--- config.mk ---
export PLATFORM = sky130hd
export DESIGN_NAME = tpmc_top
export DESIGN_NICKNAME = d
export VERILOG_FILES = /design/src/rtl/tpmc_pkg.sv /design/src/rtl/tpmc_sync.sv /design/src/rtl/tpmc_timer.sv /design/src/rtl/tpmc_top.sv
export VERILOG_INCLUDE_DIRS = /design/src /design/src/rtl
export SDC_FILE = /design/constraint.sdc
export NUM_CORES = 1
export LEC_CHECK = 0
export BUFFER_PORTS_ARGS = -buffer_cell sky130_fd_sc_hd__buf_2
export CORE_ASPECT_RATIO = 1.25
export CORE_UTILIZATION = 55
export CTS_CLUSTER_DIAMETER = 50
export CTS_CLUSTER_SIZE = 28
export DETAILED_ROUTE_END_ITERATION = 7
export HOLD_SLACK_MARGIN = 0.02
export PLACE_DENSITY = 0.73
export RECOVER_POWER = 25
export SKIP_CTS_REPAIR_TIMING = 1
export SYNTH_ARGS = -nofsm -noshare
export SYNTH_HDL_FRONTEND = slang
export SYNTH_SLANG_ARGS = --single-unit
export TNS_END_PERCENT = 10
--- constraint.sdc ---
create_clock -name core_clk -period 2.46 [get_ports core_clk]
set_input_delay 0.492 -clock core_clk [delete_from_list [all_inputs] [get_ports core_clk]]
set_output_delay 0.492 -clock core_clk [all_outputs]
set_load 0.005 [all_outputs]
--- src/rtl/tpmc_regs.svh ---
// Purpose: timing constants of the twisted-pair MAU control block
// Assumes: core_clk at 100 MHz
// Notes:   times kept in their own unit, cycle counts derived
`ifndef TPMC_REGS_SVH
`define TPMC_REGS_SVH

`define TPMC_CLK_NS        10
`define TPMC_BT_NS         100
`define TPMC_BT_CYC        (`TPMC_BT_NS / `TPMC_CLK_NS)
`define TPMC_SQ_ON_NS      75
`define TPMC_SQ_ON_CYC     (`TPMC_SQ_ON_NS / `TPMC_CLK_NS + 1)
`define TPMC_SQ_GLITCH_NS  20
`define TPMC_QUIET_NS      500
`define TPMC_QUIET_CYC     (`TPMC_QUIET_NS / `TPMC_CLK_NS)
`define TPMC_IDL_LONG_NS   200
`define TPMC_IDL_LONG_CYC  \
    ((`TPMC_IDL_LONG_NS + `TPMC_CLK_NS - 1) / `TPMC_CLK_NS)
`define TPMC_BLANK_NS      500
`define TPMC_BLANK_CYC     (`TPMC_BLANK_NS / `TPMC_CLK_NS)
`define TPMC_COLL_HOLD_BT  7
`define TPMC_COLL_HOLD_CYC (`TPMC_COLL_HOLD_BT * `TPMC_BT_CYC)
`define TPMC_CS0_HALF_CYC  (`TPMC_BT_CYC / 2)
`define TPMC_HB_DELAY_BT   11
`define TPMC_HB_DELAY_CYC  (`TPMC_HB_DELAY_BT * `TPMC_BT_CYC)
`define TPMC_HB_LEN_BT     10
`define TPMC_HB_LEN_CYC    (`TPMC_HB_LEN_BT * `TPMC_BT_CYC)
`define TPMC_LP_NS         100
`define TPMC_LP_CYC        (`TPMC_LP_NS / `TPMC_CLK_NS)
`define TPMC_LP_MAX_NS     120
`define TPMC_LP_MAX_CYC    (`TPMC_LP_MAX_NS / `TPMC_CLK_NS)
`define TPMC_JAB_MS        50
`define TPMC_JAB_CYC       (`TPMC_JAB_MS * 1000000 / `TPMC_CLK_NS)
`define TPMC_JAB_RST_MS    500
`define TPMC_JAB_RST_CYC   (`TPMC_JAB_RST_MS * 1000000 / `TPMC_CLK_NS)
`define TPMC_LK_OPEN_US    6500
`define TPMC_LK_OPEN_CYC   (`TPMC_LK_OPEN_US * 1000 / `TPMC_CLK_NS)
`define TPMC_LK_CLOSE_MS   104
`define TPMC_LK_CLOSE_CYC  (`TPMC_LK_CLOSE_MS * 1000000 / `TPMC_CLK_NS)
`define TPMC_LP_TX_MS      16
`define TPMC_LP_TX_CYC     (`TPMC_LP_TX_MS * 1000000 / `TPMC_CLK_NS)

`endif

--- src/rtl/tpmc_pkg.sv ---
// Purpose: types and helpers of the MAU control block
// Assumes: nothing
// Notes:   long counters are 26 bits wide
package tpmc_pkg;

    typedef logic [25:0] tpmc_cnt_t;

    typedef enum logic [1:0] {HB_IDLE, HB_WAIT, HB_SEND} tpmc_hb_e;
    typedef enum logic [1:0] {LK_GOOD, LK_FAIL, LK_WAIT} tpmc_lk_e;

    function automatic tpmc_cnt_t tpmc_inc(input tpmc_cnt_t v);
        return v + 26'h1;
    endfunction : tpmc_inc

    function automatic logic [5:0] tpmc_sat6(input logic [5:0] v);
        return (v == 6'h3f) ? v : v + 6'h1;
    endfunction : tpmc_sat6

endpackage : tpmc_pkg

--- src/rtl/tpmc_sync.sv ---
// Purpose: two-flop synchroniser for pin inputs
// Assumes: inputs are asynchronous levels
// Notes:   first stage feeds only the second
`timescale 1ns/100ps
module tpmc_sync #(
    parameter int W = 7
) (
    input  wire logic         core_clk,
    input  wire logic         rst_n,
    input  wire logic [W-1:0] d,
    output logic      [W-1:0] q
);
    logic [W-1:0] meta_q;

    always_ff @(posedge core_clk or negedge rst_n) begin
        if (!rst_n) begin
            meta_q <= '0;
            q      <= '0;
        end else begin
            meta_q <= d;
            q      <= meta_q;
        end
    end
endmodule : tpmc_sync

--- src/rtl/tpmc_timer.sv ---
// Purpose: retriggerable one-shot of fixed length
// Assumes: start is a one-cycle pulse
// Notes:   busy is high for LEN cycles after start
`timescale 1ns/100ps
module tpmc_timer #(
    parameter logic [6:0] LEN = 7'h32
) (
    input  wire logic core_clk,
    input  wire logic rst_n,
    input  wire logic start,
    output logic      busy
);
    logic [6:0] cnt_q;
    logic [6:0] cnt_d;

    assign cnt_d = start ? LEN : (busy ? cnt_q - 7'h1 : 7'h0);
    assign busy  = cnt_q != 7'h0;

    always_ff @(posedge core_clk or negedge rst_n) begin
        if (!rst_n) begin
            cnt_q <= 7'h0;
        end else begin
            cnt_q <= cnt_d;
        end
    end
endmodule : tpmc_timer

--- src/rtl/tpmc_top.sv ---
// Purpose: control logic of a 10 Mb/s twisted-pair MAU
// Assumes: analog slicers deliver data, energy and idle-pulse levels
// Notes:   pins pass a two-flop synchroniser; BT is ten clocks
//
// Summary of operation
// Squelch releases after transmit energy persists over 75 ns.
// While squelched, transmit input and short glitches are ignored.
// Squelch closes on an idle pulse or 500 ns of quiet input.
// TP drivers forced low on long idle, jabber, link fail, quiet tail.
// Blanking of at most 500 ns after AUI idle pulse; input ignored.
// Blanking of at most 500 ns after TP idle pulse; TP input ignored.
// Collision when both directions valid and link not failed.
// Collision drives 10 MHz square wave within 9 BT.
// Loopback switches to receive data without code violations.
// Collision ended by receive idle persists 7 BT.
// Collision ended by transmit idle stops within 9 BT.
// Frames over 50 ms are cut and CS0 presented.
// After jabber, CS0 holds 0.5 s past transmit quiet.
// Heartbeat: CS0 11 BT after transmit end, held 10 BT.
// Collision, jabber or link failure suppress the heartbeat.
// Link pulse is one high interval of about 100 ns.
// Pulse window opens 6.5 ms, closes 104 ms after last event.
// No pulse in window: link fails, indicator off, paths disabled.
// Pulse or traffic inside window restarts link timers.
// Recovery by two spaced pulses or a packet, then wait for quiet.
// Link pulses every 16 ms when transmit idle, even jabbed.
// Link checking off: no pulses sent, received ones ignored.
// Active-low strap enables link checking; high disables it.
// All timing derives from the single reference clock.
// One BT is 100 ns of reference clock.
`timescale 1ns/100ps
`include "tpmc_regs.svh"
module tpmc_top #(
    parameter int unsigned JAB_CYC    = `TPMC_JAB_CYC,
    parameter int unsigned JAB_RST    = `TPMC_JAB_RST_CYC,
    parameter int unsigned LK_OPEN    = `TPMC_LK_OPEN_CYC,
    parameter int unsigned LK_CLOSE   = `TPMC_LK_CLOSE_CYC,
    parameter int unsigned LP_TX_CYC  = `TPMC_LP_TX_CYC
) (
    input  wire logic core_clk,
    input  wire logic rst_n,
    input  wire logic aui_tx_pair_in,
    input  wire logic aui_tx_energy,
    input  wire logic aui_tx_idl,
    input  wire logic tp_rx_pair_in,
    input  wire logic tp_rx_energy,
    input  wire logic heartbeat_select_strap,
    input  wire logic link_check_enable_n,
    output logic      tp_tx_main_driver,
    output logic      tp_tx_predistort_driver,
    output logic      aui_rx_pair_out,
    output logic      aui_collision_pair_out,
    output logic      rx_indicator,
    output logic      jabber_indicator
);
    import tpmc_pkg::*;

    localparam logic [5:0] SQ_ON    = 6'(`TPMC_SQ_ON_CYC);
    localparam logic [5:0] QUIET    = 6'(`TPMC_QUIET_CYC);
    localparam logic [5:0] IDL_LONG = 6'(`TPMC_IDL_LONG_CYC);
    localparam logic [5:0] LP_MAX   = 6'(`TPMC_LP_MAX_CYC);
    localparam logic [2:0] CS0_HALF = 3'(`TPMC_CS0_HALF_CYC);
    localparam logic [6:0] HB_DLY   = 7'(`TPMC_HB_DELAY_CYC);
    localparam logic [6:0] HB_LEN   = 7'(`TPMC_HB_LEN_CYC);
    localparam logic [3:0] LP_LEN   = 4'(`TPMC_LP_CYC);

    // Synchronised pins
    logic [6:0] pin_s;
    tpmc_sync #(.W(7)) u_sync (
        .core_clk (core_clk),
        .rst_n    (rst_n),
        .d        ({aui_tx_pair_in, aui_tx_energy, aui_tx_idl,
                    tp_rx_pair_in, tp_rx_energy,
                    heartbeat_select_strap, link_check_enable_n}),
        .q        (pin_s)
    );

    wire tx_d    = pin_s[6];
    wire tx_en_s = pin_s[5];
    wire tx_idl  = pin_s[4];
    wire rx_d    = pin_s[3];
    wire rx_en_s = pin_s[2];
    wire hb_sel  = pin_s[1];
    wire link_en = !pin_s[0];

    logic      [5:0] sq_run_q, sq_quiet_q, idl_run_q, rx_len_q;
    logic            sq_open_q, tx_tail_q, tx_act_q, jab_q;
    tpmc_cnt_t       jab_cnt_q, lk_cnt_q, lp_cnt_q;
    logic            rx_live_q, sel_rx_q, coll_q, lk_two_q;
    logic            cs0_on_q, cs0_ph_q, hb_ok_q, rx_prev_q;
    logic      [2:0] cs0_cnt_q;
    logic      [6:0] hb_cnt_q;
    logic      [3:0] lp_len_q;
    tpmc_hb_e        hb_q;
    tpmc_lk_e        lk_q;
    logic            main_q, rxo_q, rx_ind_q;
    logic            tx_blank, rx_blank, coll_hold;

    // Squelch
    wire tx_in_en  = tx_en_s && !tx_blank;
    wire sq_rel    = !sq_open_q && tx_in_en
                     && sq_run_q == SQ_ON - 6'h1;
    wire sq_quiet  = !tx_en_s && sq_quiet_q == QUIET - 6'h1;
    wire sq_idl    = sq_open_q && tx_idl;
    wire idl_long  = idl_run_q >= IDL_LONG - 6'h1;
    wire tail_end  = tx_tail_q && (!tx_idl || idl_long);
    wire tx_done   = tail_end || (sq_open_q && sq_quiet);
    wire tx_act    = sq_open_q || tx_tail_q;
    wire lk_bad    = link_en && lk_q != LK_GOOD;

    // Driver force-low and data forwarding
    wire force_low = jab_q || lk_bad || idl_long
                     || (sq_open_q && sq_quiet);
    wire tx_wire   = tx_act && !force_low;
    wire lp_out    = lp_len_q != 4'h0;
    wire main_d    = (tx_wire && tx_d) || (lp_out && link_en);

    always_ff @(posedge core_clk or negedge rst_n) begin
        if (!rst_n) begin
            sq_run_q   <= 6'h0;
            sq_quiet_q <= 6'h0;
            idl_run_q  <= 6'h0;
            sq_open_q  <= 1'b0;
            tx_tail_q  <= 1'b0;
            tx_act_q   <= 1'b0;
        end else begin
            sq_run_q   <= tx_in_en ? tpmc_sat6(sq_run_q) : 6'h0;
            sq_quiet_q <= tx_en_s ? 6'h0 : tpmc_sat6(sq_quiet_q);
            idl_run_q  <= tx_idl ? tpmc_sat6(idl_run_q) : 6'h0;
            sq_open_q  <= (sq_idl || sq_quiet) ? 1'b0
                          : (sq_rel ? 1'b1 : sq_open_q);
            tx_tail_q  <= sq_idl ? 1'b1 : (tail_end ? 1'b0 : tx_tail_q);
            tx_act_q   <= tx_act;
        end
    end

    tpmc_timer #(.LEN(7'(`TPMC_BLANK_CYC))) u_tx_blank (
        .core_clk (core_clk),
        .rst_n    (rst_n),
        .start    (tx_done),
        .busy     (tx_blank)
    );

    // Jabber watchdog
    wire jab_set = !jab_q && tx_act && jab_cnt_q == 26'(JAB_CYC - 1);
    wire jab_clr = jab_q && !tx_en_s && jab_cnt_q == 26'(JAB_RST - 1);

    always_ff @(posedge core_clk or negedge rst_n) begin
        if (!rst_n) begin
            jab_q     <= 1'b0;
            jab_cnt_q <= 26'h0;
        end else begin
            jab_q     <= jab_set ? 1'b1 : (jab_clr ? 1'b0 : jab_q);
            if (jab_set || jab_clr) begin
                jab_cnt_q <= 26'h0;
            end else if (jab_q) begin
                jab_cnt_q <= tx_en_s ? 26'h0 : tpmc_inc(jab_cnt_q);
            end else begin
                jab_cnt_q <= tx_act ? tpmc_inc(jab_cnt_q) : 26'h0;
            end
        end
    end

    // Receive side: bursts up to LP_MAX are link pulses
    wire rx_ok     = !lk_bad;
    wire rx_act    = rx_en_s && !rx_blank;
    wire rx_fall   = rx_prev_q && !rx_act;
    wire lp_rx     = rx_fall && rx_len_q <= LP_MAX
                     && link_en;
    wire frame_end = rx_fall && rx_len_q > LP_MAX;
    wire rx_live   = rx_act && rx_len_q >= LP_MAX && rx_ok;
    wire tx_loop   = tx_act && rx_ok;
    wire sel_rx_d  = (!tx_loop || rx_d == tx_d) ? rx_live
                     : sel_rx_q;
    wire rxo_d     = sel_rx_q ? (rx_live && rx_d) : (tx_loop && tx_d);

    always_ff @(posedge core_clk or negedge rst_n) begin
        if (!rst_n) begin
            rx_len_q  <= 6'h0;
            rx_prev_q <= 1'b0;
            rx_live_q <= 1'b0;
            sel_rx_q  <= 1'b0;
        end else begin
            rx_len_q  <= rx_act ? tpmc_sat6(rx_len_q) : 6'h0;
            rx_prev_q <= rx_act;
            rx_live_q <= rx_live;
            sel_rx_q  <= sel_rx_d;
        end
    end

    wire rx_blank_go = rx_live_q && !rx_live;
    tpmc_timer #(.LEN(7'(`TPMC_BLANK_CYC))) u_rx_blank (
        .core_clk (core_clk),
        .rst_n    (rst_n),
        .start    (rx_blank_go),
        .busy     (rx_blank)
    );

    // Collision and CS0 wave
    wire coll     = tx_act && rx_live;
    wire coll_rx0 = coll_q && !coll && tx_act && !rx_live;
    tpmc_timer #(.LEN(7'(`TPMC_COLL_HOLD_CYC))) u_coll_hold (
        .core_clk (core_clk),
        .rst_n    (rst_n),
        .start    (coll_rx0),
        .busy     (coll_hold)
    );
    // Ends at once when transmit went idle, see
    wire cs0_req  = coll || coll_hold || jab_q || hb_q == HB_SEND;
    wire cs0_flip = cs0_on_q && cs0_cnt_q == CS0_HALF - 3'h1;

    always_ff @(posedge core_clk or negedge rst_n) begin
        if (!rst_n) begin
            coll_q    <= 1'b0;
            cs0_on_q  <= 1'b0;
            cs0_ph_q  <= 1'b0;
            cs0_cnt_q <= 3'h0;
        end else begin
            coll_q    <= coll;
            cs0_on_q  <= cs0_req;
            cs0_ph_q  <= cs0_req && (!cs0_on_q || (cs0_ph_q ^ cs0_flip));
            cs0_cnt_q <= (!cs0_req || !cs0_on_q || cs0_flip) ? 3'h0
                         : cs0_cnt_q + 3'h1;
        end
    end

    // Heartbeat
    wire tx_end   = tx_act_q && !tx_act;
    wire hb_go    = tx_end && hb_ok_q && hb_sel;
    wire hb_bad   = coll || jab_q || lk_bad;

    always_ff @(posedge core_clk or negedge rst_n) begin
        if (!rst_n) begin
            hb_q     <= HB_IDLE;
            hb_cnt_q <= 7'h0;
            hb_ok_q  <= 1'b0;
        end else begin
            hb_ok_q  <= sq_rel ? !hb_bad
                        : (hb_ok_q && !hb_bad);
            hb_cnt_q <= hb_cnt_q + 7'h1;
            unique case (hb_q)
                HB_IDLE: begin
                    hb_cnt_q <= 7'h0;
                    if (hb_go) begin
                        hb_q <= HB_WAIT;
                    end
                end
                HB_WAIT: begin
                    if (hb_cnt_q == HB_DLY - 7'h1) begin
                        hb_q     <= HB_SEND;
                        hb_cnt_q <= 7'h0;
                    end
                end
                HB_SEND: begin
                    if (hb_cnt_q == HB_LEN - 7'h1) begin
                        hb_q <= HB_IDLE;
                    end
                end
            endcase
        end
    end

    // Link integrity
    wire win_open = lk_cnt_q >= 26'(LK_OPEN - 1);
    wire win_end  = lk_cnt_q == 26'(LK_CLOSE - 1);
    wire lp_win   = lp_rx && win_open;
    wire both_qt  = !tx_en_s && !rx_en_s;

    always_ff @(posedge core_clk or negedge rst_n) begin
        if (!rst_n) begin
            lk_q     <= LK_GOOD;
            lk_cnt_q <= 26'h0;
            lk_two_q <= 1'b0;
        end else if (!link_en) begin
            lk_q     <= LK_GOOD;
            lk_cnt_q <= 26'h0;
            lk_two_q <= 1'b0;
        end else begin
            lk_cnt_q <= tpmc_inc(lk_cnt_q);
            unique case (lk_q)
                LK_GOOD: begin
                    if (lp_win || frame_end || rx_live) begin
                        lk_cnt_q <= 26'h0;
                    end else if (win_end) begin
                        lk_q     <= LK_FAIL;
                        lk_cnt_q <= 26'h0;
                        lk_two_q <= 1'b0;
                    end
                end
                LK_FAIL: begin
                    if (frame_end || (lp_win && lk_two_q)) begin
                        lk_q     <= LK_WAIT;
                        lk_cnt_q <= 26'h0;
                    end else if (lp_rx || win_end) begin
                        lk_cnt_q <= 26'h0;
                        lk_two_q <= lp_win;
                    end
                end
                LK_WAIT: begin
                    lk_cnt_q <= 26'h0;
                    if (both_qt) begin
                        lk_q <= LK_GOOD;
                    end
                end
            endcase
        end
    end

    // Link pulse transmitter, runs on through jabber and link fail
    wire lp_fire = lp_cnt_q == 26'(LP_TX_CYC - 1);

    always_ff @(posedge core_clk or negedge rst_n) begin
        if (!rst_n) begin
            lp_cnt_q <= 26'h0;
            lp_len_q <= 4'h0;
        end else begin
            lp_cnt_q <= (tx_wire || !link_en || lp_fire) ? 26'h0
                        : tpmc_inc(lp_cnt_q);
            lp_len_q <= lp_fire ? LP_LEN
                        : (lp_out ? lp_len_q - 4'h1 : 4'h0);
        end
    end

    // Output registers
    always_ff @(posedge core_clk or negedge rst_n) begin
        if (!rst_n) begin
            main_q   <= 1'b0;
            rxo_q    <= 1'b0;
            rx_ind_q <= 1'b1;
        end else begin
            main_q   <= main_d;
            rxo_q    <= rxo_d;
            rx_ind_q <= !rx_live && rx_ok;
        end
    end

    assign tp_tx_main_driver       = main_q;
    assign tp_tx_predistort_driver = main_q;
    assign aui_rx_pair_out         = rxo_q;
    assign aui_collision_pair_out  = cs0_ph_q;
    assign rx_indicator            = rx_ind_q;
    assign jabber_indicator        = jab_q;
endmodule : tpmc_top

==> impl_results.md <==
- Cell Pwr Density: 733.9 mW/mm²
- First-pass GRT wire length: 25990 µm
- DRT Pass-1 Iters: 5
- Cell row count: 49
- Syn_area_per_cell: 9.965 µm²
- Final wirelength: 15860 µm
- FILL cells: 1117
- Wire length on met3: 457 µm
- Clock transition at path regs: 0.07 ns
- Grt ovf: 0
- Starting Density: 56.12%
- Final setup vio count: 28
- Sw frac: 25.46%
- CTS tree: done
- Synth Register Bits: 170
- Synth Cell Area: 0.008051 mm²
- Slowest cell on crit path: or4_4
- Ys flop type: dfrtp_1
- Antenna Cells: 0
- Critical Path AT: 2.86 ns
- Pleak: 0.004174 µW
- Met2 wire length: 8356 µm
- Clock share of power: 40.7%
- Worst-skew pair later-pin latency: 0.43 ns
- Met1 WL: 6850 µm
- Post-detail-place hpwl: 10910 µm
- Worst path max stage delay: 0.54 ns
- Synth cell types: 56
- CTS Root Cell: clkbuf_16
- Skew final: 0.009863 ns
- Hold Vio Cnt, Final: 0
- Minimum clock period: 2.547 ns
- Net Sw Power: 1730 µW
- Slew margin rel.: -5.877%
- Synth-to-layout area growth: 15.00%
- Status: complete, but fails checks
- Critical path startpoint category: flip-flop
- Vias/cell: 5.643
- Total core area: 0.01435 mm²
- Synth top area cells: dfrtp_1, nor2_1, xor2_1, xnor2_1, ha_1
- FF/Latch Area: 0.004255 mm²
- Cell Int Power: 5065 µW
- Port buffer count: 14
- Synth Instances: 808
- Routed Antenna Nets: 0
- Layout Nets: 899
- Most frequent cells in the layout: dfrtp_1, nor2_1, nand2_1
- Mapped Nets: 841
- Initial antenna violation count: 0
- Async set-reset flop share out of synthesis: 100.0%
- Final WS setup: -0.08741 ns
- DRC Markers: 0
- Area of the multi-input gates: 0.003638 mm²
- Crit-path max FO: 7
- Failing checks: capacitance limit, slew limit, setup timing
- Commonest non-fill, non-tap cell in the layout: dfrtp_1
- Overall Global Routing Usage: 22.33%
- Synthesis Warnings: 0
- Worst-margin pin slew: 1.588 ns
- Slew Limit Fails: 63
- EDFF count, synth: 0
- Area leader, netlist: dfrtp_1
- Die Wd: 110.2 µm
- Final core utilization: 64.54%
- CP Capture Type: flip-flop
- DR iter-0 viols: 346
- Register area share after synthesis: 52.85%
- Hold WC Path Type: in -> reg
- DR vias: 5959
- Worst Path Required: 2.78 ns
- Layout cells sized above 1: 12.30%
- Max Root-Sink Buffers: 2
- Max Fclk: 392.6 MHz
- Vias in the first global route: 5817
- H-Tree Depth: 4
- Num CTS Buffers: 17
- Clock sinks: 170
- Routability cong.: 0.9361
- Flop pwr share: 46.5%
- Worst VDD drop: 0.4610 mV
- Chip height: 137.3 µm
- Io pins: 15
- DIE AREA: 0.01513 mm²
- Comb power frac: 12.7%
- Top routing layer in use: met4
- Final worst path period share: 103.6%
- Worst path cell trace: or4_4, or2_4, buf_6, or3_4, inv_2, nor2_2, o21ai_2, a2111o_1, clkbuf_16, nor2_1
- Share of the synthesized area in the top cell type: 52.53%
- DR WL/cell: 15.02 µm
- Total power: 6795 µW
- Critical path class: reg -> reg
- Max Cap Violations: 1
- RSZ-0062 raised after global routing: yes
- Largest net degree at the start of global routing: 63
==> worst paths after layout <==
path,cells past startpoint,slack (ns),startpoint,end
max reg2reg,10,-0.09,u_rx_blank.cnt_q[2],lk_cnt_q[2]
max,10,-0.09,u_rx_blank.cnt_q[2],lk_cnt_q[2]
min in group asynchronous,1,0.47,rst_n,hb_cnt_q[3]
max in group asynchronous,2,0.62,rst_n,lk_cnt_q[1]
min,1,0.17,heartbeat_select_strap,u_sync.meta_q[1]
min reg2reg,0,0.35,u_sync.meta_q[6],u_sync.q[6]
==> synth_stat cells, drive strengths merged (3+ instances only) <==
| cell | n |
|---|---|
| dfrtp | 169 |
| nor2 | 163 |
| nand2 | 53 |
| xor2 | 49 |
| nand3 | 48 |
| xnor2 | 47 |
| inv | 31 |
| ha | 24 |
| o21ai | 24 |
| nand4 | 23 |
| nor3 | 20 |
| and3 | 17 |
| a21oi | 15 |
| nor4 | 13 |
| and4 | 10 |
| clkbuf | 9 |
| a211oi | 7 |
| and2 | 7 |
| nand2b | 7 |
| or3 | 7 |
| buf | 6 |
| a31oi | 5 |
| or4b | 5 |
| mux2 | 4 |
| mux2i | 4 |
| nor3b | 4 |
| nor4b | 4 |
| or2 | 4 |
| or4 | 4 |
| a21boi | 3 |
| nand3b | 3 |
==> cell families (layout without fill, tap and decap cells) <==
group / Yosys count / after routing / share of synthesized area, %
DFF: 170 / 170 / 52.85
xor gates and xnor gates: 96 / 96 / 10.44
buffers and inverters: 47 / 117 / 2.502
adders and majority gates: 24 / 24 / 3.730
muxes: 8 / 8 / 1.057
AOI/OAI and AO/OA: 67 / 67 / 5.190
and+or+nand+nor: 396 / 396 / 24.23
==> layout make-up <==
cell class	count	share of cell area (%)
Inverter	32	1.297
Clock inverter	12	1.784
Clock buffer	19	4.892
Tap cell	178	2.405
Sequential cell	170	45.96
Multi-Input combinational cell	591	39.30
Timing Repair Buffer	54	4.365
==> worst max-delay path: cells and delay by family, from the launching register on <==
family,cells,cell delay (ns)
flip-flops,1,0.39
AO/OA/AOI/OAI,2,0.39
buffers and inverters,3,0.41
AND/OR/NAND/NOR,5,1.25
==> metal layers <==
metal	track usage [%]	vias up
li1	-	2890
met1	26.42	2944
met2	38.85	108
met3	5.440	17
met4	8.699	0
met5	0	-
==> sequential cells by signal (all words and copies together) (netlist names), 2 cells and up <==
register / flops
lk_cnt_q: 26
cs0_cnt_q: 3
sq_quiet_q: 6
sq_run_q: 6
u_tx_blank.cnt_q: 7
idl_run_q: 6
hb_q: 2
u_rx_blank.cnt_q: 7
lp_len_q: 4
u_sync.meta_q: 7
u_coll_hold.cnt_q: 7
lk_q: 2
u_sync.q: 7
rx_len_q: 6
hb_cnt_q: 7
jab_cnt_q: 26
lp_cnt_q: 26
==> power by group through the flow <==
stage	combinational [µW]	clock, µW	sequential [µW]
6_report	866	2770	3160
5_1_grt	971	2930	3190
4_1_cts	831	2810	3160
3_5_place_dp	818	0	3210
3_3_place_gp	768	0	3190
2_1_floorplan	528	0	3190
==> stage by stage <==
stage / instances / setup TNS, ns / hold slack [ns] / cell area [µm²] / setup slack (ns)
CTS: 1051 / -2.434 / 0.06833 / 9190 / -0.1041
floorplan: 808 / -0.003400 / 0.1964 / 8069 / -0.003400
detailed placement: 1020 / -2.172 / 0.3378 / 8572 / -0.09027
finish: 1056 / -1.720 / 0.1697 / 9259 / -0.08741
global placement: 1020 / -0.003116 / 0.3321 / 8572 / -0.003116
global route: 1056 / -3.413 / 0.1484 / 9259 / -0.1399
Power figures use the tool's default switching activity.
